## src/rtl/ptm_pkg.sv

```systemverilog
package ptm_pkg;
   localparam int CNT_W = 10;
   localparam int DATA_W = 8;
   localparam int ADDR_W = 3;
   // register byte addresses
   localparam logic [2:0] ADDR_CTRL0 = 3'h0;
   localparam logic [2:0] ADDR_CTRL1 = 3'h1;
   localparam logic [2:0] ADDR_CNT_LO = 3'h2;
   localparam logic [2:0] ADDR_CNT_HI = 3'h3;
   localparam logic [2:0] ADDR_DUTY_LO = 3'h4;
   localparam logic [2:0] ADDR_DUTY_HI = 3'h5;
   localparam logic [2:0] ADDR_PER_LO = 3'h6;
   localparam logic [2:0] ADDR_PER_HI = 3'h7;
   // control0 fields
   localparam int TIMER_ON_BIT = 3;
   localparam int PAUSE_BIT = 7;
   // control1 fields
   localparam int MODE_HI_BIT = 7;
   localparam int MODE_LO_BIT = 6;
   localparam int FUNC_HI_BIT = 5;
   localparam int FUNC_LO_BIT = 4;
   localparam int LEVEL_BIT = 3;
   localparam int INVERT_BIT = 2;
   localparam int CAPSRC_BIT = 1;
   localparam int CLRSEL_BIT = 0;
   localparam logic [7:0] CTRL0_RESET = 8'h00;
   localparam logic [7:0] CTRL1_RESET = 8'h00;
   localparam logic [9:0] VALUE_RESET = 10'h000;
   // modes
   localparam logic [1:0] MODE_COMPARE = 2'h0;
   localparam logic [1:0] MODE_CAPTURE = 2'h1;
   localparam logic [1:0] MODE_PWM = 2'h2;
   localparam logic [1:0] MODE_TIMER = 2'h3;
   // output function codes
   localparam logic [1:0] FUNC_0 = 2'h0;
   localparam logic [1:0] FUNC_1 = 2'h1;
   localparam logic [1:0] FUNC_2 = 2'h2;
   localparam logic [1:0] FUNC_3 = 2'h3;
endpackage

```

## src/rtl/edge_if.sv

```systemverilog
`timescale 1ns/1ps
interface edge_if;
   logic [1:0] edge_mode;
   logic       rise;
   logic       fall;
   logic       capture;
   modport producer (input edge_mode, output rise, output fall, output capture);
   modport consumer (output edge_mode, input rise, input fall, input capture);
endinterface

```

## src/rtl/capture_edge.sv

```systemverilog
`timescale 1ns/1ps
module capture_edge (
   input  wire logic   clk,
   input  wire logic   rst_n,
   input  wire logic   pin,
   edge_if.producer    ed
);
   logic sync1;
   logic sync2;
   logic last;
   // second flop isolates metastability; edge logic reads only sync2 and last
   always_ff @(posedge clk) begin
      if (!rst_n) begin
         sync1 <= 1'b0;
         sync2 <= 1'b0;
         last  <= 1'b0;
      end else begin
         sync1 <= pin;
         sync2 <= sync1;
         last  <= sync2;
      end
   end
   assign ed.rise = sync2 & ~last;
   assign ed.fall = ~sync2 & last;
   assign ed.capture = (ed.edge_mode == ptm_pkg::FUNC_0) ? ed.rise :
                       (ed.edge_mode == ptm_pkg::FUNC_1) ? ed.fall :
                       (ed.edge_mode == ptm_pkg::FUNC_2) ? (ed.rise | ed.fall) : 1'b0;
   a_edge_single: assert property (@(posedge clk) disable iff (!rst_n)
      ed.rise |=> !ed.rise) else $error("rise pulse longer than one cycle");
endmodule // capture_edge

```

## src/rtl/periodic_timer_mode_control.sv

```systemverilog
`timescale 1ns/1ps
module periodic_timer_mode_control (
   input  wire logic        clk,
   input  wire logic        rst_n,
   input  wire logic [2:0]  addr,
   input  wire logic [7:0]  wdata,
   input  wire logic        wr,
   input  wire logic        rd,
   output logic      [7:0]  rdata,
   input  wire logic        timer_output_pin_in,
   output logic             timer_output_pin_out,
   output logic             timer_output_pin_oe,
   input  wire logic        timer_clock_pin
);
   logic [7:0] ctrl0;
   logic [7:0] timer_mode_output_control;
   logic [9:0] count;
   logic [9:0] duty_compare_value;
   logic [9:0] period_compare_value;
   logic [9:0] next_count;
   logic       timer_on_last;
   logic       out_level;
   logic       next_out_level;
   logic       pulse_end;
   logic       on_from_pin;

   wire [1:0] mode;
   wire [1:0] func;
   wire       timer_on;
   wire       paused;
   wire       level_cfg;
   wire       invert;
   wire       cap_src;
   wire       clr_sel;
   wire       on_rise;
   wire       match_a;
   wire       match_p;
   wire       overflow;
   wire       clear_cnt;
   wire       pwm_wave;
   wire       cap_pin;
   wire       mode_cmp;
   wire       mode_cap;
   wire       mode_pwm;
   wire       mode_tmr;
   logic      pin_level;

   edge_if ed ();

   function automatic logic is_mode(input logic [1:0] m, input logic [1:0] code);
      is_mode = (m == code);
   endfunction

   assign timer_on  = ctrl0[ptm_pkg::TIMER_ON_BIT];
   assign paused    = ctrl0[ptm_pkg::PAUSE_BIT];
   assign mode      = {timer_mode_output_control[ptm_pkg::MODE_HI_BIT],
                       timer_mode_output_control[ptm_pkg::MODE_LO_BIT]};
   assign func      = {timer_mode_output_control[ptm_pkg::FUNC_HI_BIT],
                       timer_mode_output_control[ptm_pkg::FUNC_LO_BIT]};
   assign level_cfg = timer_mode_output_control[ptm_pkg::LEVEL_BIT];
   assign invert    = timer_mode_output_control[ptm_pkg::INVERT_BIT];
   assign cap_src   = timer_mode_output_control[ptm_pkg::CAPSRC_BIT];
   assign clr_sel   = timer_mode_output_control[ptm_pkg::CLRSEL_BIT];

   assign mode_cmp = is_mode(mode, ptm_pkg::MODE_COMPARE);
   assign mode_cap = is_mode(mode, ptm_pkg::MODE_CAPTURE);
   assign mode_pwm = is_mode(mode, ptm_pkg::MODE_PWM);
   assign mode_tmr = is_mode(mode, ptm_pkg::MODE_TIMER);

   assign on_rise  = timer_on & ~timer_on_last;

   assign match_a  = timer_on && !paused && (count == duty_compare_value);
   // a zero period means no period match, so the count wraps at 1024 instead of sticking at zero
   assign match_p  = timer_on && !paused && (period_compare_value != 10'h000) && (count == period_compare_value);
   // overflow only when period is zero
   assign overflow = timer_on && !paused && (count == 10'h3ff) && (period_compare_value == 10'h000);

   // pwm and capture ignore clear select
   assign clear_cnt = (mode_cmp | mode_tmr) ? (clr_sel ? match_a : (match_p | overflow)) :
                      mode_pwm ? match_p : 1'b0;

   assign cap_pin = cap_src ? timer_clock_pin : timer_output_pin_in;

   capture_edge u_edge (
      .clk   (clk),
      .rst_n (rst_n),
      .pin   (cap_pin),
      .ed    (ed.producer)
   );
   assign ed.edge_mode = func;

   // pwm duty above period saturates to full duty
   assign pwm_wave = (count < duty_compare_value) ? level_cfg : ~level_cfg;

   always_comb begin
      next_count = count;
      if (on_rise) begin
         next_count = ptm_pkg::VALUE_RESET;
      end else if (timer_on && !paused) begin
         if (clear_cnt) begin
            next_count = ptm_pkg::VALUE_RESET;
         end else begin
            next_count = count + 10'h001;
         end
      end
   end

   always_comb begin
      next_out_level = out_level;
      if (on_rise) begin
         next_out_level = level_cfg;
      end else if (mode_cmp && match_a) begin
         case (func)
            ptm_pkg::FUNC_1: next_out_level = 1'b0;
            ptm_pkg::FUNC_2: next_out_level = 1'b1;
            ptm_pkg::FUNC_3: next_out_level = ~out_level;
            default:         next_out_level = out_level;
         endcase
      end
   end

   always_comb begin
      pin_level = out_level;
      if (mode_pwm) begin
         case (func)
            ptm_pkg::FUNC_0: pin_level = ~level_cfg;
            ptm_pkg::FUNC_1: pin_level = level_cfg;
            ptm_pkg::FUNC_2: pin_level = timer_on ? pwm_wave : ~level_cfg;
            default:         pin_level = timer_on ? level_cfg : ~level_cfg;
         endcase
      end
   end

   // single pulse ends itself on duty match, clearing timer on
   // a stale count equal to duty must not kill the pulse at its start
   assign pulse_end = mode_pwm && (func == ptm_pkg::FUNC_3) && match_a && !on_rise;

   always_ff @(posedge clk) begin
      if (!rst_n) begin
         on_from_pin <= 1'b0;
      end else begin
         on_from_pin <= mode_pwm && (func == ptm_pkg::FUNC_3) && !timer_on && !cap_src && ed.rise;
      end
   end

   assign timer_output_pin_out = mode_tmr ? 1'b0 : (pin_level ^ invert);
   assign timer_output_pin_oe  = ~mode_tmr & ~mode_cap;

   always_ff @(posedge clk) begin
      if (!rst_n) begin
         count         <= ptm_pkg::VALUE_RESET;
         timer_on_last <= 1'b0;
         out_level     <= 1'b0;
      end else begin
         count         <= next_count;
         timer_on_last <= timer_on;
         out_level     <= next_out_level;
      end
   end

   // capture latches the count into the duty register
   always_ff @(posedge clk) begin
      if (!rst_n) begin
         ctrl0                     <= ptm_pkg::CTRL0_RESET;
         timer_mode_output_control <= ptm_pkg::CTRL1_RESET;
         duty_compare_value        <= ptm_pkg::VALUE_RESET;
         period_compare_value      <= ptm_pkg::VALUE_RESET;
      end else begin
         if (wr && addr == ptm_pkg::ADDR_CTRL0) begin
            ctrl0 <= {wdata[7:3], 3'h0};
         end else if (pulse_end) begin
            ctrl0[ptm_pkg::TIMER_ON_BIT] <= 1'b0;
         end else if (on_from_pin) begin
            ctrl0[ptm_pkg::TIMER_ON_BIT] <= 1'b1;
         end
         if (wr && addr == ptm_pkg::ADDR_CTRL1) begin
            timer_mode_output_control <= wdata;
         end
         if (mode_cap && timer_on && ed.capture) begin
            duty_compare_value <= count;
         end else if (wr && addr == ptm_pkg::ADDR_DUTY_LO) begin
            duty_compare_value[7:0] <= wdata;
         end else if (wr && addr == ptm_pkg::ADDR_DUTY_HI) begin
            duty_compare_value[9:8] <= wdata[1:0];
         end
         if (wr && addr == ptm_pkg::ADDR_PER_LO) begin
            period_compare_value[7:0] <= wdata;
         end else if (wr && addr == ptm_pkg::ADDR_PER_HI) begin
            period_compare_value[9:8] <= wdata[1:0];
         end
      end
   end

   always_ff @(posedge clk) begin
      if (!rst_n) begin
         rdata <= 8'h00;
      end else if (rd) begin
         case (addr)
            ptm_pkg::ADDR_CTRL0:   rdata <= ctrl0;
            ptm_pkg::ADDR_CTRL1:   rdata <= timer_mode_output_control;
            ptm_pkg::ADDR_CNT_LO:  rdata <= count[7:0];
            ptm_pkg::ADDR_CNT_HI:  rdata <= {6'h00, count[9:8]};
            ptm_pkg::ADDR_DUTY_LO: rdata <= duty_compare_value[7:0];
            ptm_pkg::ADDR_DUTY_HI: rdata <= {6'h00, duty_compare_value[9:8]};
            ptm_pkg::ADDR_PER_LO:  rdata <= period_compare_value[7:0];
            default:               rdata <= {6'h00, period_compare_value[9:8]};
         endcase
      end else begin
         rdata <= 8'h00;
      end
   end

   a_start_clears: assert property (@(posedge clk) disable iff (!rst_n)
      on_rise |=> count == 10'h000) else $error("counter not zero after start");
   a_off_holds: assert property (@(posedge clk) disable iff (!rst_n)
      !timer_on && !on_rise |=> $stable(count)) else $error("counter moved while off");
   a_init_level: assert property (@(posedge clk) disable iff (!rst_n)
      on_rise |=> out_level == $past(level_cfg)) else $error("initial level not restored");
   // pin not driven in timer mode
   a_timer_no_drive: assert property (@(posedge clk) disable iff (!rst_n)
      mode_tmr |-> !timer_output_pin_oe) else $error("pin driven in timer mode");
   a_cmp_toggle: assert property (@(posedge clk) disable iff (!rst_n)
      mode_cmp && match_a && !on_rise && func == 2'h3 |=> out_level != $past(out_level))
      else $error("toggle missed");
   a_cmp_low: assert property (@(posedge clk) disable iff (!rst_n)
      mode_cmp && match_a && !on_rise && func == 2'h1 |=> !out_level) else $error("low missed");
   a_invert_pin: assert property (@(posedge clk) disable iff (!rst_n)
      mode_pwm && func == 2'h1 |-> timer_output_pin_out == (level_cfg ^ invert))
      else $error("active level or invert wrong");
   a_overflow_zero: assert property (@(posedge clk) disable iff (!rst_n)
      mode_cmp && !clr_sel && period_compare_value != 10'h000 && !on_rise
      |-> !clear_cnt || match_p) else $error("overflow clear with nonzero period");
   a_clear_duty: assert property (@(posedge clk) disable iff (!rst_n)
      mode_cmp && clr_sel && match_a && !on_rise |=> count == 10'h000) else $error("no clear on duty match");
   a_capture_store: assert property (@(posedge clk) disable iff (!rst_n)
      mode_cap && timer_on && ed.capture |=> duty_compare_value == $past(count)) else $error("capture lost");

   a_cap_no_drive: assert property (@(posedge clk) disable iff (!rst_n)
      mode_cap |-> !timer_output_pin_oe) else $error("pin driven in capture mode");

   a_cmp_drive: assert property (@(posedge clk) disable iff (!rst_n)
      mode_cmp |-> timer_output_pin_oe) else $error("pin not driven in compare mode");

   a_pwm_inactive: assert property (@(posedge clk) disable iff (!rst_n)
      mode_pwm && func == ptm_pkg::FUNC_0 |-> timer_output_pin_out == (~level_cfg ^ invert))
      else $error("inactive level wrong");

   a_pwm_active: assert property (@(posedge clk) disable iff (!rst_n)
      mode_pwm && func == ptm_pkg::FUNC_2 && timer_on && count < duty_compare_value
      |-> timer_output_pin_out == (level_cfg ^ invert)) else $error("pwm active part wrong");

   a_cmp_high: assert property (@(posedge clk) disable iff (!rst_n)
      mode_cmp && match_a && !on_rise && func == ptm_pkg::FUNC_2 |=> out_level) else $error("high missed");

   a_cmp_hold: assert property (@(posedge clk) disable iff (!rst_n)
      mode_cmp && !on_rise && func == ptm_pkg::FUNC_0 |=> $stable(out_level)) else $error("level moved");

   a_cmp_pin: assert property (@(posedge clk) disable iff (!rst_n)
      mode_cmp |-> timer_output_pin_out == (out_level ^ invert)) else $error("compare pin wrong");

   a_timer_pin_low: assert property (@(posedge clk) disable iff (!rst_n)
      mode_tmr |-> !timer_output_pin_out) else $error("pin active in timer mode");

   a_clear_period: assert property (@(posedge clk) disable iff (!rst_n)
      mode_cmp && !clr_sel && match_p && !on_rise |=> count == 10'h000) else $error("no clear on period match");

   a_pwm_period: assert property (@(posedge clk) disable iff (!rst_n)
      mode_pwm && match_p && !on_rise |=> count == 10'h000) else $error("pwm period not cleared");

   a_pwm_no_duty: assert property (@(posedge clk) disable iff (!rst_n)
      mode_pwm && func == ptm_pkg::FUNC_2 && clr_sel && match_a && !match_p && !on_rise && count != 10'h3ff
      |=> count != 10'h000) else $error("pwm cleared on duty match");

   a_count_step: assert property (@(posedge clk) disable iff (!rst_n)
      timer_on && !paused && !on_rise && !clear_cnt |=> count == $past(count) + 10'h001)
      else $error("counter step wrong");

   a_pause_holds: assert property (@(posedge clk) disable iff (!rst_n)
      timer_on && paused && !on_rise |=> $stable(count)) else $error("counter moved while paused");

   a_pulse_stop: assert property (@(posedge clk) disable iff (!rst_n)
      pulse_end && !(wr && addr == ptm_pkg::ADDR_CTRL0) |=> !timer_on) else $error("pulse not ended");

   a_cap_disabled: assert property (@(posedge clk) disable iff (!rst_n)
      func == ptm_pkg::FUNC_3 |-> !ed.capture) else $error("capture while disabled");

   a_cap_src_tck: assert property (@(posedge clk) disable iff (!rst_n)
      cap_src |-> cap_pin == timer_clock_pin) else $error("capture source wrong");

   // pin released when timer mode set
   a_timer_release: assert property (@(posedge clk) disable iff (!rst_n)
      mode_tmr && timer_on |-> !timer_output_pin_oe && !timer_output_pin_out) else $error("pin used in timer mode");

   c_capture: cover property (@(posedge clk) mode_cap && ed.capture);
   c_pwm_run: cover property (@(posedge clk) mode_pwm && func == 2'h2 && match_p);
   c_toggle: cover property (@(posedge clk) mode_cmp && match_a && func == 2'h3);
   c_pulse_end: cover property (@(posedge clk) pulse_end);
endmodule // periodic_timer_mode_control

```

## config.mk

```make
export PLATFORM = sky130hd
export DESIGN_NAME = periodic_timer_mode_control
export DESIGN_NICKNAME = d
export VERILOG_FILES = /design/src/rtl/ptm_pkg.sv /design/src/rtl/edge_if.sv /design/src/rtl/capture_edge.sv /design/src/rtl/periodic_timer_mode_control.sv
export SDC_FILE = /design/constraint.sdc
export NUM_CORES = 1
export LEC_CHECK = 0
export ABC_AREA = 1
export BUFFER_PORTS_ARGS = -buffer_cell sky130_fd_sc_hd__buf_2
export CAP_MARGIN = 0
export CORE_MARGIN = 2
export CORE_UTILIZATION = 59
export DETAILED_ROUTE_END_ITERATION = 16
export PLACE_DENSITY = 0.79
export SYNTH_ARGS = -nofsm -noshare
export SYNTH_HDL_FRONTEND = slang
export SYNTH_SLANG_ARGS = --single-unit
export TNS_END_PERCENT = 1
```

## constraint.sdc

```tcl
create_clock -name clk -period 1.9 [get_ports clk]
set_input_delay 0.38 -clock clk [delete_from_list [all_inputs] [get_ports clk]]
set_output_delay 0.38 -clock clk [all_outputs]
set_load 0.03 [all_outputs]
```

-- Word-level counts from Yosys, hierarchy flattened
Cells that the tools add are included.
Widths: inputs -> output; s select.
- bits in registers: 57
- bits in latches: 0
- bits in writable memories: 0
- memory bits (read-only): 0
- input bits: 17
- output and inout port bits: 10
- word-level logic and storage cells: 116
- memories: 0
- add/sub/neg operators: 1
- multipliers: 0
- divide/modulo/power cells: 0
- $lt $le $gt $ge: 1
- equality and inequality tests: 17
- shifts and indexed selects: 0
- mux-type cells: 25
- bitwise logic cells: 17
- reductions and logical operators: 40
- operators by type and width (cell ; number):
    $pmux 8 s7 ; 1
    $logic_and 1x1->1 ; 21
    $eq 10x10->1 ; 2
    $mux 10 ; 2
    $mux 1 ; 17
    $eq 3x3->1 const B ; 4
    $add 10x1->10 const B ; 1
    $eq 10x10->1 const B ; 1
    $logic_not 10->1 ; 1
    $lt 10x10->1 ; 1
    $reduce_bool 10->1 ; 1
    $not 1->1 ; 9
    $eq 2x2->1 const B ; 4
    $mux 8 ; 1
    $reduce_and 2->1 ; 4
    $eq 3x2->1 const B ; 2
    $pmux 1 s3 ; 2
    $reduce_bool 2->1 ; 3
    $and 1x1->1 ; 4
    $eq 2x1->1 const B ; 2
    $logic_not 1->1 ; 4
    $logic_not 2->1 ; 2
    $mux 2 ; 2
    $reduce_bool 4->1 ; 1
    7 further kinds ; 9

-- Longest topological paths before layout
- depth after elaboration: 9
- depth in mapped cells: 15

-- Modules after synthesis
Synthesis repeated with hierarchy kept, for this count alone.
- cell total of the unflattened synthesis: 469
- area total of the unflattened synthesis: 3255.6 µm²
- modules (own cells, without submodules) (module ; times used ; cells each ; area each (µm²) ; sequential area each (µm²)):
    periodic_timer_mode_control ; 1 ; 448 ; 3108.0 ; 1081.0
    capture_edge ; 1 ; 21 ; 147.6 ; 60.1

-- Least setup slack after synthesis
No wires, ideal clock.
- path kind: register to output
- from: reg count[9]
- to: out timer_output_pin_out
- arrival: 1.706 ns
- data required time: 1.520 ns
- path slack: -0.186 ns
- stages on the path, launching flop included: 12
- path buffers: 0
- path through: dfxtp_1 ha_1 nand2_1 nor2_1 nand3_1 nand4_1 nand3_1 nand2_1 nand2_1 nand3_1 nand2_1 nor2_1
- longest elaborated chain between the ends: 7
- ends and longest elaborated chain (element ; RTL line ; source):
    from (decl) ; periodic_timer_mode_control.sv:17 ; logic [9:0] count;
    from (signal assigned) ; periodic_timer_mode_control.sv:151 ; count <= ptm_pkg::VALUE_RESET;
    from (signal assigned) ; periodic_timer_mode_control.sv:155 ; count <= next_count;
    $lt 10x10->1 ; periodic_timer_mode_control.sv:93 ; assign pwm_wave = (count < duty_compare_value) ? level_cfg : ~level_cfg;
    $mux 1 ; periodic_timer_mode_control.sv:93 ;
    $mux 1 ; periodic_timer_mode_control.sv:128 ; ptm_pkg::FUNC_2: pin_level = timer_on ? pwm_wave : ~level_cfg;
    $pmux 1 s3 ; periodic_timer_mode_control.sv:125 ; case (func)
    $mux 1 ; periodic_timer_mode_control.sv:124 ; if (mode_pwm) begin
    $xor 1x1->1 ; periodic_timer_mode_control.sv:146 ; assign timer_output_pin_out = mode_tmr ? 1'b0 : (pin_level ^ invert);
    $mux 1 ; periodic_timer_mode_control.sv:146 ;
    to (decl) ; periodic_timer_mode_control.sv:11 ; output logic timer_output_pin_out,
No other way between the ends.

-- Final worst setup path
- from: reg duty_compare_value[8]
- to: out timer_output_pin_out
- longest elaborated chain between the ends: 7
- ends and longest elaborated chain (element ; RTL line ; source):
    from (decl) ; periodic_timer_mode_control.sv:18 ; logic [9:0] duty_compare_value;
    from (signal assigned) ; periodic_timer_mode_control.sv:166 ; duty_compare_value <= ptm_pkg::VALUE_RESET;
    from (signal assigned) ; periodic_timer_mode_control.sv:180 ; duty_compare_value <= count;
    from (signal assigned) ; periodic_timer_mode_control.sv:184 ; duty_compare_value[9:8] <= wdata[1:0];
    $lt 10x10->1 ; periodic_timer_mode_control.sv:93 ;
    $mux 1 ; periodic_timer_mode_control.sv:93 ;
    $mux 1 ; periodic_timer_mode_control.sv:128 ;
    $pmux 1 s3 ; periodic_timer_mode_control.sv:125 ;
    $mux 1 ; periodic_timer_mode_control.sv:124 ;
    $xor 1x1->1 ; periodic_timer_mode_control.sv:146 ;
    $mux 1 ; periodic_timer_mode_control.sv:146 ;
No other way between the ends.

==> flow_summary.yaml <==
global_route:
  grt_start_max_net_pins: 34
  gr-max-usage-layer: "met2"
  number_of_global_route_vias_before_repair: 3330
  global_route_wire_length_before_repair_um: 16080
  global_routing_met1_resource_utilization: 0.4491
  antenna_found_initial: 0
  use_met2: 0.5605
  grt_overflow_total: 0
  groute.usage.overall: 0.3518
  grt_use_met3: 0.07294
power_and_ir_drop:
  static-leakage-power_nw: 1.762
  powerDensity_nw_per_um2: 699.8
  irDropWorstVdd_mv: 0.5078
timing:
  clock.fmax_mhz: 423.2
  report.final.slew_viol_count: 0
  final_critical_path_setup_slack_ns: -0.4627
  timing.final.crit_period_ns: 2.363
  grt_setup_unrepaired: "yes"
  timing.slew.headroom: 0.6199
  clk_skew_ns: 0.009577
  tightestPinTransition_ns: 0.5558
  final_hold_viol_count: 0
  final_min_period_over_clock_period: 1.244
  finalSetupViolCount: 2
  tns_ns: -0.4903
place:
  sum_of_net_half_perimeters_after_detailed_placement_um: 7307
  post-place-ws_ns: -0.2395
  placed_cells: 580
  gp_congestion: 0.9888
  portBuffers: 26
  detailed_place.area_um2: 3596
setup_path:
  cp_top_family: "simple AND/OR/NAND/NOR gates"
  worst-endpoint-required_ns: 1.52
  cpMaxStageDelayCell: "sky130_fd_sc_hd__dfxtp_2"
  critical_path_cell_list: "inv_2 > ha_4 > nand2_4 > nor2_4 > nand3_2 > nand3_2 > nand2_1 > nand3_1 > nand2_1 > nand2_2 > nand3_2 > nand2_2 > nor2_4 > buf_6"
  critical_path_buf_inv_count: 2
  worst_setup_path_end_kind: "primary output"
  cpPeakStageDelay_ns: 0.34
  critPathArrivalTime_ns: 1.98
  critical_path.most_common_cell: "sky130_fd_sc_hd__nand3_2"
  path_max_fanout: 3
  timing.critical_path.from_type: "flip-flop"
  critical_path_class: "reg2out"
run_status:
  failed_checks: "setup timing"
  status: "complete, but fails checks"
cts:
  cts_made_buffers: 9
  clk_pin_slew_worst_paths_ns: 0.07
  clock_latency_ns: 0.35
  cts.path.max_buffers: 2
  clock-sinks: 57
  cts-root-buf: "sky130_fd_sc_hd__clkbuf_8"
  cts_max_level: 3
  cts_post_setup_buffers_inserted: 0
  ctsHoldBuffers: 0
  tritoncts: "yes"
logic_synthesis:
  syn_nets: 497
  syn_area_um2: 3153
  post_synth_num_cell_types: 28
  synth_seq_cells: 57
  post_synthesis_mean_instance_area_um2: 6.869
  synth_top_flop_cell: "sky130_fd_sc_hd__dfxtp_1"
  ys_seq_area_frac: 0.3619
  ys_async_sr_fraction: 0
  post-synth-top-area-cell: "sky130_fd_sc_hd__dfxtp_1"
  synth.top_cells.by_area: "sky130_fd_sc_hd__dfxtp_1, sky130_fd_sc_hd__inv_1, sky130_fd_sc_hd__ha_1"
  synthesis.yosys.warnings: 0
  synth_enable_flop_cells: 0
  post_synth_inst_count: 459
  synth_top_area_frac: 0.3619
finish:
  antenna_cells: 0
  area_growth_pct: 27.30
  fin_area_um2: 4014
  instances_no_fill: 596
  fill_cells: 408
  fraction_of_final_layout_cells_with_drive_strength_greater_than_1: 0.2510
  finish.net_count: 559
  finish.utilization: 0.7809
floorplan:
  rows: 26
  initial_utilization: 0.6134
  die_width_um: 77.11
  top_level_ports: 27
  die_height_um: 77.11
  dieArea_um2: 5945
  fp.coreArea_um2: 5140
flow_run:
  maxcap_viol_count: 0
routing:
  remaining_drc_errors: 0
  number_of_drc_markers_in_iteration_0: 432
  detail_route.wirelength_um: 10130
  detail_route.wl_per_cell_um: 17.00
  drtAntennaViolNets: 0
  avg_vias_per_cell: 5.916
  detailedRoute.firstPassIterationCount: 6
  via_count: 3526
hold_path:
  holdCritPathClass: "in2reg"
## timing repair
action                                  4_1_cts  5_1_grt
gates resized for setup                      44       13
endpoints found under the setup margin        2       17
pin swaps                                    17       11
## final timing paths
path	start	endpoint	cells after the start	slack, ns
min	timer_clock_pin	u_edge.sync1	3	0.25
max reg2reg	timer_mode_output_control[5]	duty_compare_value[7]	11	-0.03
min reg2reg	u_edge.sync1	u_edge.sync2	2	0.42
max	duty_compare_value[8]	timer_output_pin_out	14	-0.46
## routing by layer
layer | share of wire | vias to the layer above
li1 | - | 1632
met1 | 0.40 | 1594
met2 | 0.45 | 250
met3 | 0.095 | 50
met4 | 0.048 | 0
met5 | 0 | -
## synth_stat cells (2+ instances only)
| master | n |
|---|---|
| sky130_fd_sc_hd__a211oi_1 | 4 |
| sky130_fd_sc_hd__a21oi_1 | 43 |
| sky130_fd_sc_hd__a221oi_1 | 2 |
| sky130_fd_sc_hd__buf_2 | 3 |
| sky130_fd_sc_hd__clkbuf_1 | 4 |
| sky130_fd_sc_hd__dfxtp_1 | 57 |
| sky130_fd_sc_hd__ha_1 | 21 |
| sky130_fd_sc_hd__inv_1 | 89 |
| sky130_fd_sc_hd__nand2_1 | 68 |
| sky130_fd_sc_hd__nand3_1 | 19 |
| sky130_fd_sc_hd__nand4_1 | 4 |
| sky130_fd_sc_hd__nor2_1 | 54 |
| sky130_fd_sc_hd__nor2_2 | 3 |
| sky130_fd_sc_hd__nor3_1 | 7 |
| sky130_fd_sc_hd__o21ai_0 | 43 |
| sky130_fd_sc_hd__o221ai_1 | 3 |
| sky130_fd_sc_hd__o22ai_1 | 19 |
| sky130_fd_sc_hd__o31ai_1 | 2 |
| sky130_fd_sc_hd__xnor2_1 | 3 |
| sky130_fd_sc_hd__xor2_1 | 3 |
## state kept, by name (all words and copies together), names as in the netlist
signal	flops
ctrl0	5
u_edge.last	1
period_compare_value	10
duty_compare_value	10
count	10
u_edge.sync1	1
rdata	8
timer_mode_output_control	8
on_from_pin	1
out_level	1
u_edge.sync2	1
timer_on_last	1
## worst register-to-register path, delay by kind of cell (launching register included)
family	cells	cell delay, ns
compound gates	2	0.39
flops	1	0.39
simple gates	4	0.42
buf+inv	4	0.41
fa+ha+maj	1	0.21
## cell type report
| type | instances | area [um2] | area share |
|---|---|---|---|
| clock buffers | 10 | 127.6 | 0.03180 |
| well taps | 70 | 87.58 | 0.02182 |
| repair buffers | 59 | 384.1 | 0.09570 |
| clock inverters | 6 | 82.58 | 0.02057 |
| inverters | 90 | 337.8 | 0.08416 |
| flip-flops and latches | 57 | 1159 | 0.2887 |
| multi-input cells | 304 | 1836 | 0.4573 |
## kinds of logic (layout without fill, tap and decap cells)
logic type               count (synthesis)  after routing  share of synthesized area
AO/OA/AOI/OAI                          118            118                     0.2067
flip-flops                              57             57                     0.3619
adder cells (fa/ha/maj)                 21             21                    0.08333
AND/OR/NAND/NOR                        159            159                     0.2135
buffers and inverters                   98            165                     0.1179
XOR/XNOR                                 6              6                    0.01667
## power breakdown
group,internal (mW),switching (mW)
clock network,0.732,0.535
logic,0.103,0.195
registers,1.22,0.0217
total,2.06,0.752
## placed cells by master (no fill, tap or decap), types with 2 or more instances in the layout
cell type                   Yosys  routed
sky130_fd_sc_hd__a211oi_1       4       4
sky130_fd_sc_hd__a21oi_1       43      41
sky130_fd_sc_hd__a221oi_1       2       2
sky130_fd_sc_hd__buf_2          3      25
sky130_fd_sc_hd__buf_4          0      33
sky130_fd_sc_hd__bufinv_16      0       2
sky130_fd_sc_hd__clkbuf_8       0       9
sky130_fd_sc_hd__clkinv_2       0       3
sky130_fd_sc_hd__dfxtp_1       57      43
sky130_fd_sc_hd__dfxtp_2        0      14
sky130_fd_sc_hd__ha_1          21      13
sky130_fd_sc_hd__ha_4           0       8
sky130_fd_sc_hd__inv_1         89      79
sky130_fd_sc_hd__inv_2          1      11
sky130_fd_sc_hd__nand2_1       68      60
sky130_fd_sc_hd__nand2_2        1       6
sky130_fd_sc_hd__nand2_4        0       3
sky130_fd_sc_hd__nand3_1       19      16
sky130_fd_sc_hd__nand3_2        0       3
sky130_fd_sc_hd__nand4_1        4       4
sky130_fd_sc_hd__nor2_1        54      48
sky130_fd_sc_hd__nor2_2         3       6
sky130_fd_sc_hd__nor2_4         1       4
sky130_fd_sc_hd__nor3_1         7       7
sky130_fd_sc_hd__o21ai_0       43      42
sky130_fd_sc_hd__o21ai_1        1       2
sky130_fd_sc_hd__o221ai_1       3       3
sky130_fd_sc_hd__o22ai_1       19      19
sky130_fd_sc_hd__o31ai_1        2       2
sky130_fd_sc_hd__xnor2_1        3       3
sky130_fd_sc_hd__xor2_1         3       3
## per-stage QoR
step                      hold WS, ns  power [mW]
after global placement         0.3934       1.525
after global routing           0.2677       2.888
after CTS                      0.2547       2.778
final                          0.2540       2.809
after detailed placement       0.4049       1.533
after floorplan                0.3905       1.427
No activity file was read; power rests on OpenSTA's default activity.
